--- config.mk ---
export PLATFORM = sky130hd
export DESIGN_NAME = program_sequencer_pipeline
export DESIGN_NICKNAME = d
export VERILOG_FILES = /design/src/rtl/seq_pkg.sv /design/src/rtl/program_sequencer_pipeline.sv
export VERILOG_INCLUDE_DIRS = /design/src /design/src/rtl
export SDC_FILE = /design/constraint.sdc
export NUM_CORES = 1
export LEC_CHECK = 0
export ABC_AREA = 1
export BUFFER_PORTS_ARGS = -buffer_cell sky130_fd_sc_hd__buf_2
export CAP_MARGIN = 10
export CORE_MARGIN = 10
export CORE_UTILIZATION = 40
export DETAILED_ROUTE_END_ITERATION = 10
export HOLD_SLACK_MARGIN = 0.03
export MAX_ROUTING_LAYER = met4
export PLACE_DENSITY = 0.69
export SLEW_MARGIN = 40
export SYNTH_ARGS = -nofsm -noshare
export SYNTH_HDL_FRONTEND = slang
export SYNTH_SLANG_ARGS = --single-unit
--- constraint.sdc ---
create_clock -name i_sys_clk -period 2.7 [get_ports i_sys_clk]
set_input_delay 0.54 -clock i_sys_clk [delete_from_list [all_inputs] [get_ports i_sys_clk]]
set_output_delay 0.54 -clock i_sys_clk [all_outputs]
set_load 0.03 [all_outputs]
--- src/rtl/seq_map.svh ---
// Offsets, field positions, encodings and reset values of the sequencer
`ifndef SEQ_MAP_SVH
`define SEQ_MAP_SVH

// Program counter and stack geometry
`define PC_W          13
`define PC_MSB        12
`define PC_RESET      13'h0000
`define STK_DEPTH     8
`define STK_IDX_W     3
`define STK_IDX_LAST  3'h7
`define STK_IDX_RESET 3'h0

// Fixed vectors
`define VEC_RESET     13'h0000
`define VEC_EXT_INT   13'h0004
`define VEC_TIMER0    13'h0008
`define VEC_TIMER1    13'h000c
`define VEC_TIMER2    13'h0010
`define VEC_TIMER3    13'h0014
`define INT_SRCS      6
`define INT_W         5

// Instruction word fields
`define OP_MSB        15
`define OP_LSB        13
`define ALU_MSB       12
`define ALU_LSB       11
`define IMM_MSB       7
`define TGT_MSB       12
`define PAGE_LSB      8

// Opcodes
`define OP_ALU        3'h0
`define OP_BRANCH     3'h1
`define OP_CALL       3'h2
`define OP_SUB_RET    3'h3
`define OP_INT_RET    3'h4
`define OP_PCL_LOAD   3'h5
`define OP_SKIP_ZERO  3'h6
`define OP_NOP        3'h7

// Operations of the 8-bit unit
`define ALU_ADD       2'h0
`define ALU_SUB       2'h1
`define ALU_AND       2'h2
`define ALU_XOR       2'h3

// Status register layout and reset values
`define ST_CARRY      0
`define ST_ZERO       1
`define STATUS_RESET  8'h00
`define ACC_RESET     8'h00
`define INSTR_RESET   16'he000

`endif

--- src/rtl/seq_pkg.sv ---
// Types shared by the program sequencer
package seq_pkg;

    // Four internal phases of one instruction cycle
    typedef enum logic [1:0] {
        PH_FETCH,
        PH_DECODE,
        PH_EXEC,
        PH_WRITE
    } phase_t;

    // Instruction classes after decode
    typedef enum logic [2:0] {
        K_ALU,
        K_BRANCH,
        K_CALL,
        K_RET,
        K_PCL,
        K_SKIP,
        K_NOP
    } kind_t;

    typedef logic [12:0] pc_t;
    typedef logic [15:0] instr_t;
    typedef logic [7:0]  byte_t;

endpackage

--- src/rtl/program_sequencer_pipeline.sv ---
// Instruction sequencer: phases, fetch/execute pipeline, PC, stack, ALU
`timescale 1ns/1ps
`default_nettype none
`include "seq_map.svh"

module program_sequencer_pipeline #(
    parameter bit SMALL_VARIANT = 1'b0
) (
    // Clock and reset
    input  wire logic                   i_sys_clk,
    input  wire logic                   i_rstn,
    // Program memory
    output logic         [`PC_MSB:0]    o_pm_addr,
    input  wire seq_pkg::instr_t        i_pm_data,
    // Interrupt requests, already enabled and flagged
    input  wire logic    [`INT_W:0]     i_int_req,
    output logic         [`INT_W:0]     o_int_ack,
    // Oscillator option strap and freed pin
    input  wire logic                   i_rc_osc_sel,
    output logic                        o_second_oscillator_pin,
    // Phase and pipeline view
    output logic         [3:0]          o_instruction_phases,
    output logic                        o_fetch_phase,
    output logic                        o_dummy_cycle,
    // Software-visible state
    output seq_pkg::byte_t              o_program_counter_low_byte,
    output seq_pkg::byte_t              o_acc,
    output seq_pkg::byte_t              o_status
);
    import seq_pkg::*;

    // Decode of an instruction word, used for execute and skip paths
    function automatic kind_t decode(input instr_t w);
        case (w[`OP_MSB:`OP_LSB])
            `OP_ALU:       decode = K_ALU;
            `OP_BRANCH:    decode = K_BRANCH;
            `OP_CALL:      decode = K_CALL;
            `OP_SUB_RET:   decode = K_RET;
            `OP_INT_RET:   decode = K_RET;
            `OP_PCL_LOAD:  decode = K_PCL;
            `OP_SKIP_ZERO: decode = K_SKIP;
            default:       decode = K_NOP;
        endcase
    endfunction

    // Drop bit 12 on the reduced-memory variant
    function automatic pc_t fit_pc(input pc_t p);
        fit_pc = p;
        if (SMALL_VARIANT) begin
            fit_pc[`PC_MSB] = 1'b0;
        end
    endfunction

    phase_t               ph_q;
    pc_t                  pc_q;
    instr_t               ir_q;
    logic                 ir_vld_q;
    byte_t                acc_q;
    byte_t                status_q;
    pc_t                  stk_q [`STK_DEPTH];
    logic [`STK_IDX_W-1:0] sp_q;
    logic                 full_q;
    logic [`INT_W:0]      ack_q;
    logic                 second_oscillator_pin_q;
    logic                 rc_meta_q;
    logic                 rc_sync_q;

    logic                 boundary;
    kind_t                kind;
    logic                 skip_hit;
    logic                 flow_change;
    logic                 int_take;
    logic [`INT_W:0]      int_pick;
    pc_t                  int_vec;
    pc_t                  stk_top;
    pc_t                  target;
    logic [8:0]           alu_res;

    // Phase counter free-runs; its last phase closes the instruction cycle
    always_ff @(posedge i_sys_clk) begin
        if (!i_rstn) begin
            ph_q <= PH_FETCH;
        end else begin
            case (ph_q)
                PH_FETCH:  ph_q <= PH_DECODE;
                PH_DECODE: ph_q <= PH_EXEC;
                PH_EXEC:   ph_q <= PH_WRITE;
                PH_WRITE:  ph_q <= PH_FETCH;
                default:   ph_q <= PH_FETCH;
            endcase
        end
    end

    assign boundary = (ph_q == PH_WRITE);

    // Instruction classification of the word now executing
    assign kind     = ir_vld_q ? decode(ir_q) : K_NOP;
    assign skip_hit = (kind == K_SKIP) && (acc_q == 8'h00);
    assign flow_change = (kind == K_BRANCH) || (kind == K_CALL) ||
                         (kind == K_RET) || (kind == K_PCL) || skip_hit;
    assign stk_top  = stk_q[sp_q - 3'h1];
    assign target   = fit_pc(ir_q[`TGT_MSB:0]);

    // Lowest source number wins; the external line is first
    always_comb begin
        int_pick = '0;
        int_vec  = `VEC_RESET;
        for (int i = `INT_W; i >= 0; i--) begin
            if (i_int_req[i]) begin
                int_pick = '0;
                int_pick[i] = 1'b1;
                int_vec = 13'(`VEC_EXT_INT + 13'(i * 4));
            end
        end
    end

    // Only on a real boundary, not during a dummy, and with stack room
    assign int_take = boundary && ir_vld_q && !flow_change &&
                      (|i_int_req) && !full_q;

    // Program counter: increment at fetch, or reload on flow change
    always_ff @(posedge i_sys_clk) begin
        if (!i_rstn) begin
            pc_q <= `PC_RESET;
        end else if (boundary) begin
            if (int_take) begin
                pc_q <= int_vec;
            end else begin
                case (kind)
                    K_BRANCH, K_CALL: pc_q <= target;
                    K_RET:            pc_q <= stk_top;
                    K_PCL:            pc_q <= fit_pc({pc_q[`PC_MSB:`PAGE_LSB],
                                        ir_q[`IMM_MSB:0]});
                    default:          pc_q <= fit_pc(pc_q + 13'h1);
                endcase
            end
        end
    end

    // Fetch register; a flushed word leaves a dummy cycle behind
    always_ff @(posedge i_sys_clk) begin
        if (!i_rstn) begin
            ir_q     <= `INSTR_RESET;
            ir_vld_q <= 1'b0;
        end else if (boundary) begin
            ir_q     <= i_pm_data;
            ir_vld_q <= !(flow_change || int_take);
        end
    end

    // Return stack; a full-stack call still pushes and wraps
    always_ff @(posedge i_sys_clk) begin
        if (!i_rstn) begin
            sp_q   <= `STK_IDX_RESET;
            full_q <= 1'b0;
        end else if (boundary) begin
            if (int_take || kind == K_CALL) begin
                sp_q   <= sp_q + 3'h1;
                full_q <= full_q || (sp_q == `STK_IDX_LAST);
            end else if (kind == K_RET) begin
                sp_q   <= sp_q - 3'h1;
                full_q <= 1'b0;
            end
        end
    end

    // Stack storage holds PC values only, no reset needed
    always_ff @(posedge i_sys_clk) begin
        if (boundary && (int_take || kind == K_CALL)) begin
            stk_q[sp_q] <= pc_q;
        end
    end

    // Eight-bit unit: result to accumulator, carry and zero to status
    always_comb begin
        case (ir_q[`ALU_MSB:`ALU_LSB])
            `ALU_ADD: alu_res = {1'b0, acc_q} + {1'b0, ir_q[`IMM_MSB:0]};
            `ALU_SUB: alu_res = {1'b0, acc_q} - {1'b0, ir_q[`IMM_MSB:0]};
            `ALU_AND: alu_res = {1'b0, acc_q & ir_q[`IMM_MSB:0]};
            default:  alu_res = {1'b0, acc_q ^ ir_q[`IMM_MSB:0]};
        endcase
    end

    always_ff @(posedge i_sys_clk) begin
        if (!i_rstn) begin
            acc_q    <= `ACC_RESET;
            status_q <= `STATUS_RESET;
        end else if (boundary && kind == K_ALU) begin
            acc_q <= alu_res[7:0];
            status_q[`ST_ZERO] <= (alu_res[7:0] == 8'h00);
            // Carry means no borrow on subtract; logic ops leave it alone
            if (ir_q[`ALU_MSB:`ALU_LSB] == `ALU_ADD) begin
                status_q[`ST_CARRY] <= alu_res[8];
            end else if (ir_q[`ALU_MSB:`ALU_LSB] == `ALU_SUB) begin
                status_q[`ST_CARRY] <= !alu_res[8];
            end
        end
    end

    // One-cycle acknowledge, registered so it aligns with the vector load
    always_ff @(posedge i_sys_clk) begin
        if (!i_rstn) begin
            ack_q <= '0;
        end else begin
            ack_q <= int_take ? int_pick : '0;
        end
    end

    // Strap is a pin: two flops before anything reads it
    always_ff @(posedge i_sys_clk) begin
        if (!i_rstn) begin
            rc_meta_q <= 1'b0;
            rc_sync_q <= 1'b0;
        end else begin
            rc_meta_q <= i_rc_osc_sel;
            rc_sync_q <= rc_meta_q;
        end
    end

    // High during the fetch phase only: one high, three low
    always_ff @(posedge i_sys_clk) begin
        if (!i_rstn) begin
            second_oscillator_pin_q <= 1'b0;
        end else begin
            second_oscillator_pin_q <= rc_sync_q && (ph_q == PH_WRITE);
        end
    end

    // Phase view decoded straight from the phase register
    assign o_instruction_phases = 4'h1 << ph_q;
    assign o_fetch_phase        = (ph_q == PH_FETCH);
    assign o_dummy_cycle        = !ir_vld_q;
    assign o_pm_addr            = pc_q;
    assign o_int_ack            = ack_q;
    assign o_second_oscillator_pin = second_oscillator_pin_q;
    // Upper PC bits and the stack index stay hidden
    assign o_program_counter_low_byte = pc_q[`IMM_MSB:0];
    assign o_acc                = acc_q;
    assign o_status             = status_q;

endmodule

`default_nettype wire

==> results of run 1 <==
cell families (layout without fill, tap and decap cells):
family | count (synthesis) | count (layout) | share of synthesized area
AOI/OAI and AO/OA | 138 | 138 | 0.0957
xor gates and xnor gates | 12 | 12 | 0.0134
adders and majority gates | 26 | 26 | 0.0423
buffers and inverters | 142 | 238 | 0.0774
DFF | 159 | 159 | 0.537
muxes | 6 | 6 | 0.00763
other | 1 | 6 | 0.000476
and+or+nand+nor | 401 | 401 | 0.227
state kept, by name, indices dropped and copies added, names as in the netlist:
signal / flops
o_acc: 8
o_second_oscillator_pin: 1
ph_q: 2
sp_q: 3
ir_q: 16
rc_sync_q: 1
ir_vld_q: 1
o_int_ack: 6
rc_meta_q: 1
o_status: 2
o_pm_addr: 13
full_q: 1
stk_q: 104
routing by layer:
layer	GRT usage	routed length, µm	up-vias	share of wire
met4	0.0447	329	0	0.016
met2	0.273	10200	178	0.50
met5	-	0	-	0
li1	-	-	3127	-
met3	0.0396	1170	29	0.057
met1	0.196	8820	3044	0.43
worst max-delay path, stage by stage (launching register included):
cell and delay, ns:
dfxtp_1 0.32, inv_2 0.18, nand2_1 0.20, o21ai_0 0.39
fa_1 0.47, or2_2 0.27, nand3_1 0.10, nor2_1 0.05
nand2_1 0.08, nor2_1 0.04, nand2_1 0.07, nor2_1 0.05
nand3_1 0.06, a21oi_1 0.06
path summary, 6_finish.rpt:
kind | slack (ns) | end | cells past startpoint
min | 0.29 | rc_meta_q | 3
min reg2reg | 0.41 | rc_sync_q | 2
max reg2reg | 0.23 | o_status[1] | 13
max | 0.23 | o_status[1] | 13
where the power goes:
group / switching [mW] / internal [mW]
logic: 0.857 / 0.468
clock network: 1.03 / 1.32
registers: 0.0840 / 2.65
total: 1.97 / 4.43
through the flow:
| stage | setup WS, ns | util | hold slack, ns |
|---|---|---|---|
| floorplan | 0.0380 | - | 0.390 |
| global placement | 0.214 | 0.445 | 0.402 |
| detailed placement | 0.163 | 0.445 | 0.397 |
| CTS | 0.109 | 0.474 | 0.278 |
| global route | -0.0398 | 0.478 | 0.296 |
| finish | 0.226 | 0.478 | 0.290 |
placed cells by master (no fill, tap or decap), types with 3 or more instances in the layout:
master        n
a21oi_1      51
a21oi_2       3
a22o_1        4
a31oi_1       3
buf_2        68
buf_4        40
clkbuf_16    17
clkinvlp_4    4
conb_1        6
dfxtp_1      51
dfxtp_2       3
edfxtp_1    104
ha_1         22
ha_4          3
inv_1        88
inv_2         9
inv_6         3
mux2i_1       6
nand2_1     204
nand2_2       4
nand2_4       4
nand3_1      62
nand3_2       3
nand4_1      11
nor2_1       85
nor2_4        3
nor3_1        9
nor3_2        4
nor4_1        4
o211ai_1      5
o21ai_0      59
o21ai_1       3
o221ai_1      4
xnor2_1       4
xor2_1        8
synthesized netlist by cell type (all sizes together):
cell    count  area share
nand2     212        0.11
nand3      67       0.047
a31o        2      0.0022
a22o        4      0.0044
nor4        4      0.0032
o21bai      1     0.00095
o211ai      5      0.0048
xnor2       4      0.0044
nand3b      1     0.00095
a31oi       3      0.0024
xor2        8      0.0089
fa          1      0.0025
nand4      11      0.0087
or2         2      0.0016
clkinv      1     0.00048
ha         25       0.040
o31ai       1     0.00095
a211oi      1     0.00095
conb        1     0.00048
clkbuf     14      0.0067
buf        30       0.024
o22ai       1     0.00080
dfxtp      55        0.14
nor2       90       0.048
edfxtp    104        0.40
o221ai      4      0.0044
inv        97       0.046
a21oi      54       0.034
mux2i       6      0.0076
o21ai      62       0.039
nor3       14       0.011
final cells by class:
type,count,area share
sequential,159,0.456
multi-input combinational,589,0.337
timing repair buffer,108,0.0691
clock buffer,20,0.0482
inverter,98,0.0397
tap,265,0.0358
clock inverter,12,0.0136
==> impl_metrics.env, run 1 <==
export IMPL_drcViolationCount=0
export IMPL_fin_total_pwr_mw=6.40
export IMPL_drtIter0Drc=312
export IMPL_die_height_um=160
export IMPL_fin_crit_ns=2.47
export IMPL_antenna_left=0
export IMPL_post_route_period_util=0.916
export IMPL_n_fill_cell=1830
export IMPL_yosysWarnings=0
export IMPL_portBuffers=68
export IMPL_clock_latency_ns=0.43
export IMPL_cp_start_kind="register"
export IMPL_place_hpwl_um=14100
export IMPL_fin_skew_ns=0.00823
export IMPL_hp_class="in -> reg"
export IMPL_h_tree_depth=4
export IMPL_cp_end_kind="register"
export IMPL_grt_max_degree=49
export IMPL_peakVddDrop_mv=0.475
export IMPL_postSynthCellCount=885
export IMPL_instances_no_fill=1251
export IMPL_viasPerCell=5.10
export IMPL_yosysUniqueCellTypes=43
export IMPL_place_gp_congestion=0.901
export IMPL_final_area_mm2=0.00927
export IMPL_final_max_slew_viol_count=0
export IMPL_dieArea_mm2=0.0257
export IMPL_power_leakage_nw=3.94
export IMPL_critPathKind="reg -> reg"
export IMPL_diodes=0
export IMPL_num_vias=6378
export IMPL_routed_wl_um=20600
export IMPL_grt_pass1_vias=6343
export IMPL_finalSetupViolations=0
export IMPL_cp_startpoint="ir_q[12]"
export IMPL_rows=51
export IMPL_worst_pin_slew_ns=0.611
export IMPL_route_detailed_wl_per_inst_um=16.4
export IMPL_drive_gt1_frac=0.187
export IMPL_critPathArrivalTime_ns=2.78
export IMPL_start_util=0.406
export IMPL_gr_total_overflow=0
export IMPL_cts_root_buffer="clkbuf_16"
export IMPL_cts_buffers_inserted=17
export IMPL_syn2layout_area_growth_pct=17.8
export IMPL_fin_tns_setup_ns=0
export IMPL_multi_input_area_mm2=0.00313
export IMPL_cts_tree="built"
export IMPL_slew_headroom=0.591
export IMPL_io_pins=75
export IMPL_grt_pass1_wl_um=32800
export IMPL_cts_resized_gates=0
export IMPL_avgSynthCellArea_um2=8.90
export IMPL_path_clk_slew_ns=0.06
export IMPL_antenna_found_initial=0
export IMPL_drt_pass1_iter_count=5
export IMPL_dp_cells=1219
export IMPL_cts_sink_count=159
export IMPL_hp_start="i_rc_osc_sel"
export IMPL_yosysSeqAreaShare=0.537
export IMPL_cp_required_ns=3.01
export IMPL_synth_seq_cells=159
export IMPL_grt_usage=0.164
export IMPL_powerDensity_mw_per_mm2=690
export IMPL_max_freq_ghz=0.404
export IMPL_syn_cell_area_mm2=0.00787
export IMPL_maxCapViolations=0
export IMPL_path_max_fanout=10
export IMPL_cts_setup_buffers=0
export IMPL_placed_area_mm2=0.00862
export IMPL_final_seq_area_mm2=0.00423
export IMPL_status="completed"
export IMPL_hold_buffers=0
export IMPL_clk_path_buf_depth=2
export IMPL_reg2reg_from="ir_q[12]"
export IMPL_die_x_um=160
export IMPL_final_hold_violation_count=0
export IMPL_fin_nets=1024
export IMPL_core_area_mm2=0.0194
(Power assumes the default switching activity.)
==> inputs of run 2 (changes only) <==
--- a/config.mk
+++ b/config.mk
@@ -10,5 +10,4 @@
 export BUFFER_PORTS_ARGS = -buffer_cell sky130_fd_sc_hd__buf_2
 export CAP_MARGIN = 10
-export CORE_MARGIN = 10
 export CORE_UTILIZATION = 40
 export DETAILED_ROUTE_END_ITERATION = 10
==> constraint.sdc (replaced) <==
create_clock -name i_sys_clk -period 2.7 [get_ports i_sys_clk]
set_input_delay 0 -clock i_sys_clk [delete_from_list [all_inputs] [get_ports i_sys_clk]]
set_output_delay 0 -clock i_sys_clk [all_outputs]
set_load 0.03 [all_outputs]
==> run 2 against run 1 <==
  * Die area decreased by 21%
  * Wire length decreased by 4.9%
  * Via count increased by 1.1%
  * Largest power group unchanged
  * Worst setup slack improved by 0.0040 ns
  * Global-route usage increased by 4.5 points
  * Sequential power about the same
==> impl_metrics.env, run 2 (synthesis results as in run 1) <==
export IMPL_clock_latency_ns=0.44
export IMPL_portBuffers=68
export IMPL_pwr_share_clk=0.372
export IMPL_cts_tree="built"
export IMPL_maxCapViolations=0
export IMPL_p_int_mw=4.50
export IMPL_critPathArrivalTime_ns=2.62
export IMPL_cp_startpoint="ir_vld_q"
export IMPL_crit_chain="inv_1 > nor3_1 > nand2_1 > inv_1 > nand3_4 > nand2_4 > nand2_4 > inv_2 > nand2_2 > nor2_1 > buf_4"
export IMPL_cp_end_kind="register"
export IMPL_core_area_mm2=0.0190
export IMPL_fin_tns_setup_ns=0
export IMPL_reg2reg_from="ir_vld_q"
export IMPL_max_freq_ghz=0.405
export IMPL_die_x_um=142
export IMPL_place_hpwl_um=13100
export IMPL_drcViolationCount=0
export IMPL_drtIter0Drc=440
export IMPL_die_height_um=142
export IMPL_p_seq_frac=0.423
export IMPL_antenna_left=0
export IMPL_place_gp_congestion=0.848
export IMPL_io_pins=75
export IMPL_num_vias=6451
export IMPL_placed_area_mm2=0.00858
export IMPL_fin_nets=1047
export IMPL_path_max_fanout=10
export IMPL_path_clk_slew_ns=0.06
export IMPL_syn2layout_area_growth_pct=20.7
export IMPL_drt_pass1_iter_count=5
export IMPL_powerDensity_mw_per_mm2=680
export IMPL_diodes=0
export IMPL_hp_class="in -> reg"
export IMPL_fin_crit_ns=2.47
export IMPL_grt_pass1_vias=6126
export IMPL_h_tree_depth=4
export IMPL_drive_gt1_frac=0.173
export IMPL_final_max_slew_viol_count=0
export IMPL_grt_max_degree=55
export IMPL_largest_reg_flops=104
export IMPL_viasPerCell=5.09
export IMPL_final_cell_mix="204 x nand2_1, 104 x edfxtp_1, 89 x inv_1"
export IMPL_peakVddDrop_mv=0.455
export IMPL_clk_path_buf_depth=2
export IMPL_critPathTopFamily="simple AND/OR/NAND/NOR gates"
export IMPL_finalSetupViolations=0
export IMPL_cts_buffers_inserted=17
export IMPL_instances_no_fill=1268
export IMPL_swShare=0.303
export IMPL_cts_sink_count=159
export IMPL_power_leakage_nw=4.04
export IMPL_largest_register="stk_q"
export IMPL_grt_usage=0.209
export IMPL_p_sw_mw=1.96
export IMPL_rows=50
export IMPL_antenna_found_initial=0
export IMPL_mostFrequentLayoutCell="nand2_1"
export IMPL_power_frac_comb=0.205
export IMPL_fin_total_pwr_mw=6.46
export IMPL_slew_headroom=0.493
export IMPL_critPathMaxStageDelay_ns=0.58
export IMPL_start_util=0.414
export IMPL_critPathKind="reg -> reg"
export IMPL_status="completed"
export IMPL_cp_start_kind="register"
export IMPL_gr_total_overflow=0
export IMPL_worst_pin_slew_ns=0.758
export IMPL_cp_required_ns=2.84
export IMPL_post_route_period_util=0.915
export IMPL_cpMaxStageDelayCell="nor2_1"
export IMPL_cts_root_buffer="clkbuf_16"
export IMPL_cp_num_buf_inv=4
export IMPL_route_detailed_wl_per_inst_um=15.4
export IMPL_routed_wl_um=19600
export IMPL_dp_cells=1208
export IMPL_final_area_mm2=0.00950
export IMPL_final_hold_violation_count=0
export IMPL_fin_hold_ws_ns=0.204
export IMPL_rsz0062_at_grt="no"
export IMPL_fin_skew_ns=0.0122
export IMPL_grt_pass1_wl_um=31400
export IMPL_dieArea_mm2=0.0202
export IMPL_hp_start="i_int_req[2]"
==> run 2: cell types whose count changed in the layout (fill, tap and decap cells not counted), sizes merged <==
cell / delta
clkinvlp: -2
clkinv: +2
clkbuf: -3
buf: -5
inv: +1
dlygate4sd3: +28
bufinv: +1
==> run 2: repair_timing <==
item,in CTS,in global routing
hold buffers,28,0
endpoints found under the setup margin,0,4
endpoints found under the hold margin,25,0
resized for setup,0,8
buffers inserted,0,1
==> run 2: worst paths after layout <==
path	endpoint	slack, ns	cells past startpoint
worst max-delay path	stk_q[7][8]	0.23	11
worst min-delay path	o_pm_addr[2]	0.20	7
worst max register to register	stk_q[7][8]	0.23	11
worst min register to register	rc_sync_q	0.42	2
==> run 2: final cells by class <==
class	instances	area, µm²
clock buffers	17	425
clock inverters	14	156
fillers	1753	9520
inverters	98	368
multi-input cells	589	3100
flip-flops and latches	159	4230
well taps	260	325
repair buffers	131	896
==> run 2: worst register-to-register path: stages (launching register included) <==
cell and delay (ns):
dfxtp_1 0.47, inv_1 0.12, nor3_1 0.22, nand2_1 0.08, inv_1 0.11, nand3_4 0.09
nand2_4 0.09, nand2_4 0.05, inv_2 0.07, nand2_2 0.05, nor2_1 0.58, buf_4 0.26
==> run 2: metrics by stage <==
| step | setup slack [ns] | util |
|---|---|---|
| finish | 0.230 | 0.499 |
| global route | 0.0117 | 0.499 |
| CTS | 0.170 | 0.497 |
| detailed placement | 0.171 | 0.451 |
| global placement | 0.248 | 0.451 |
| floorplan | 0.0380 | - |
==> run 2: per-layer routing <==
layer,global-route usage,vias up,part of all wire
met5,-,-,0
met4,0.0770,0,0.016
met3,0.0316,26,0.054
met2,0.340,228,0.48
met1,0.264,3023,0.45
li1,-,3174,-
==> run 2: power groups by stage <==
stage / clock (mW) / sequential [mW] / combinational, mW
after CTS: 2.42 / 2.73 / 1.25
after global routing: 2.52 / 2.74 / 1.50
after floorplan: 0 / 2.78 / 0.932
after detailed placement: 0 / 2.78 / 1.21
after global placement: 0 / 2.78 / 1.19
final: 2.40 / 2.73 / 1.33
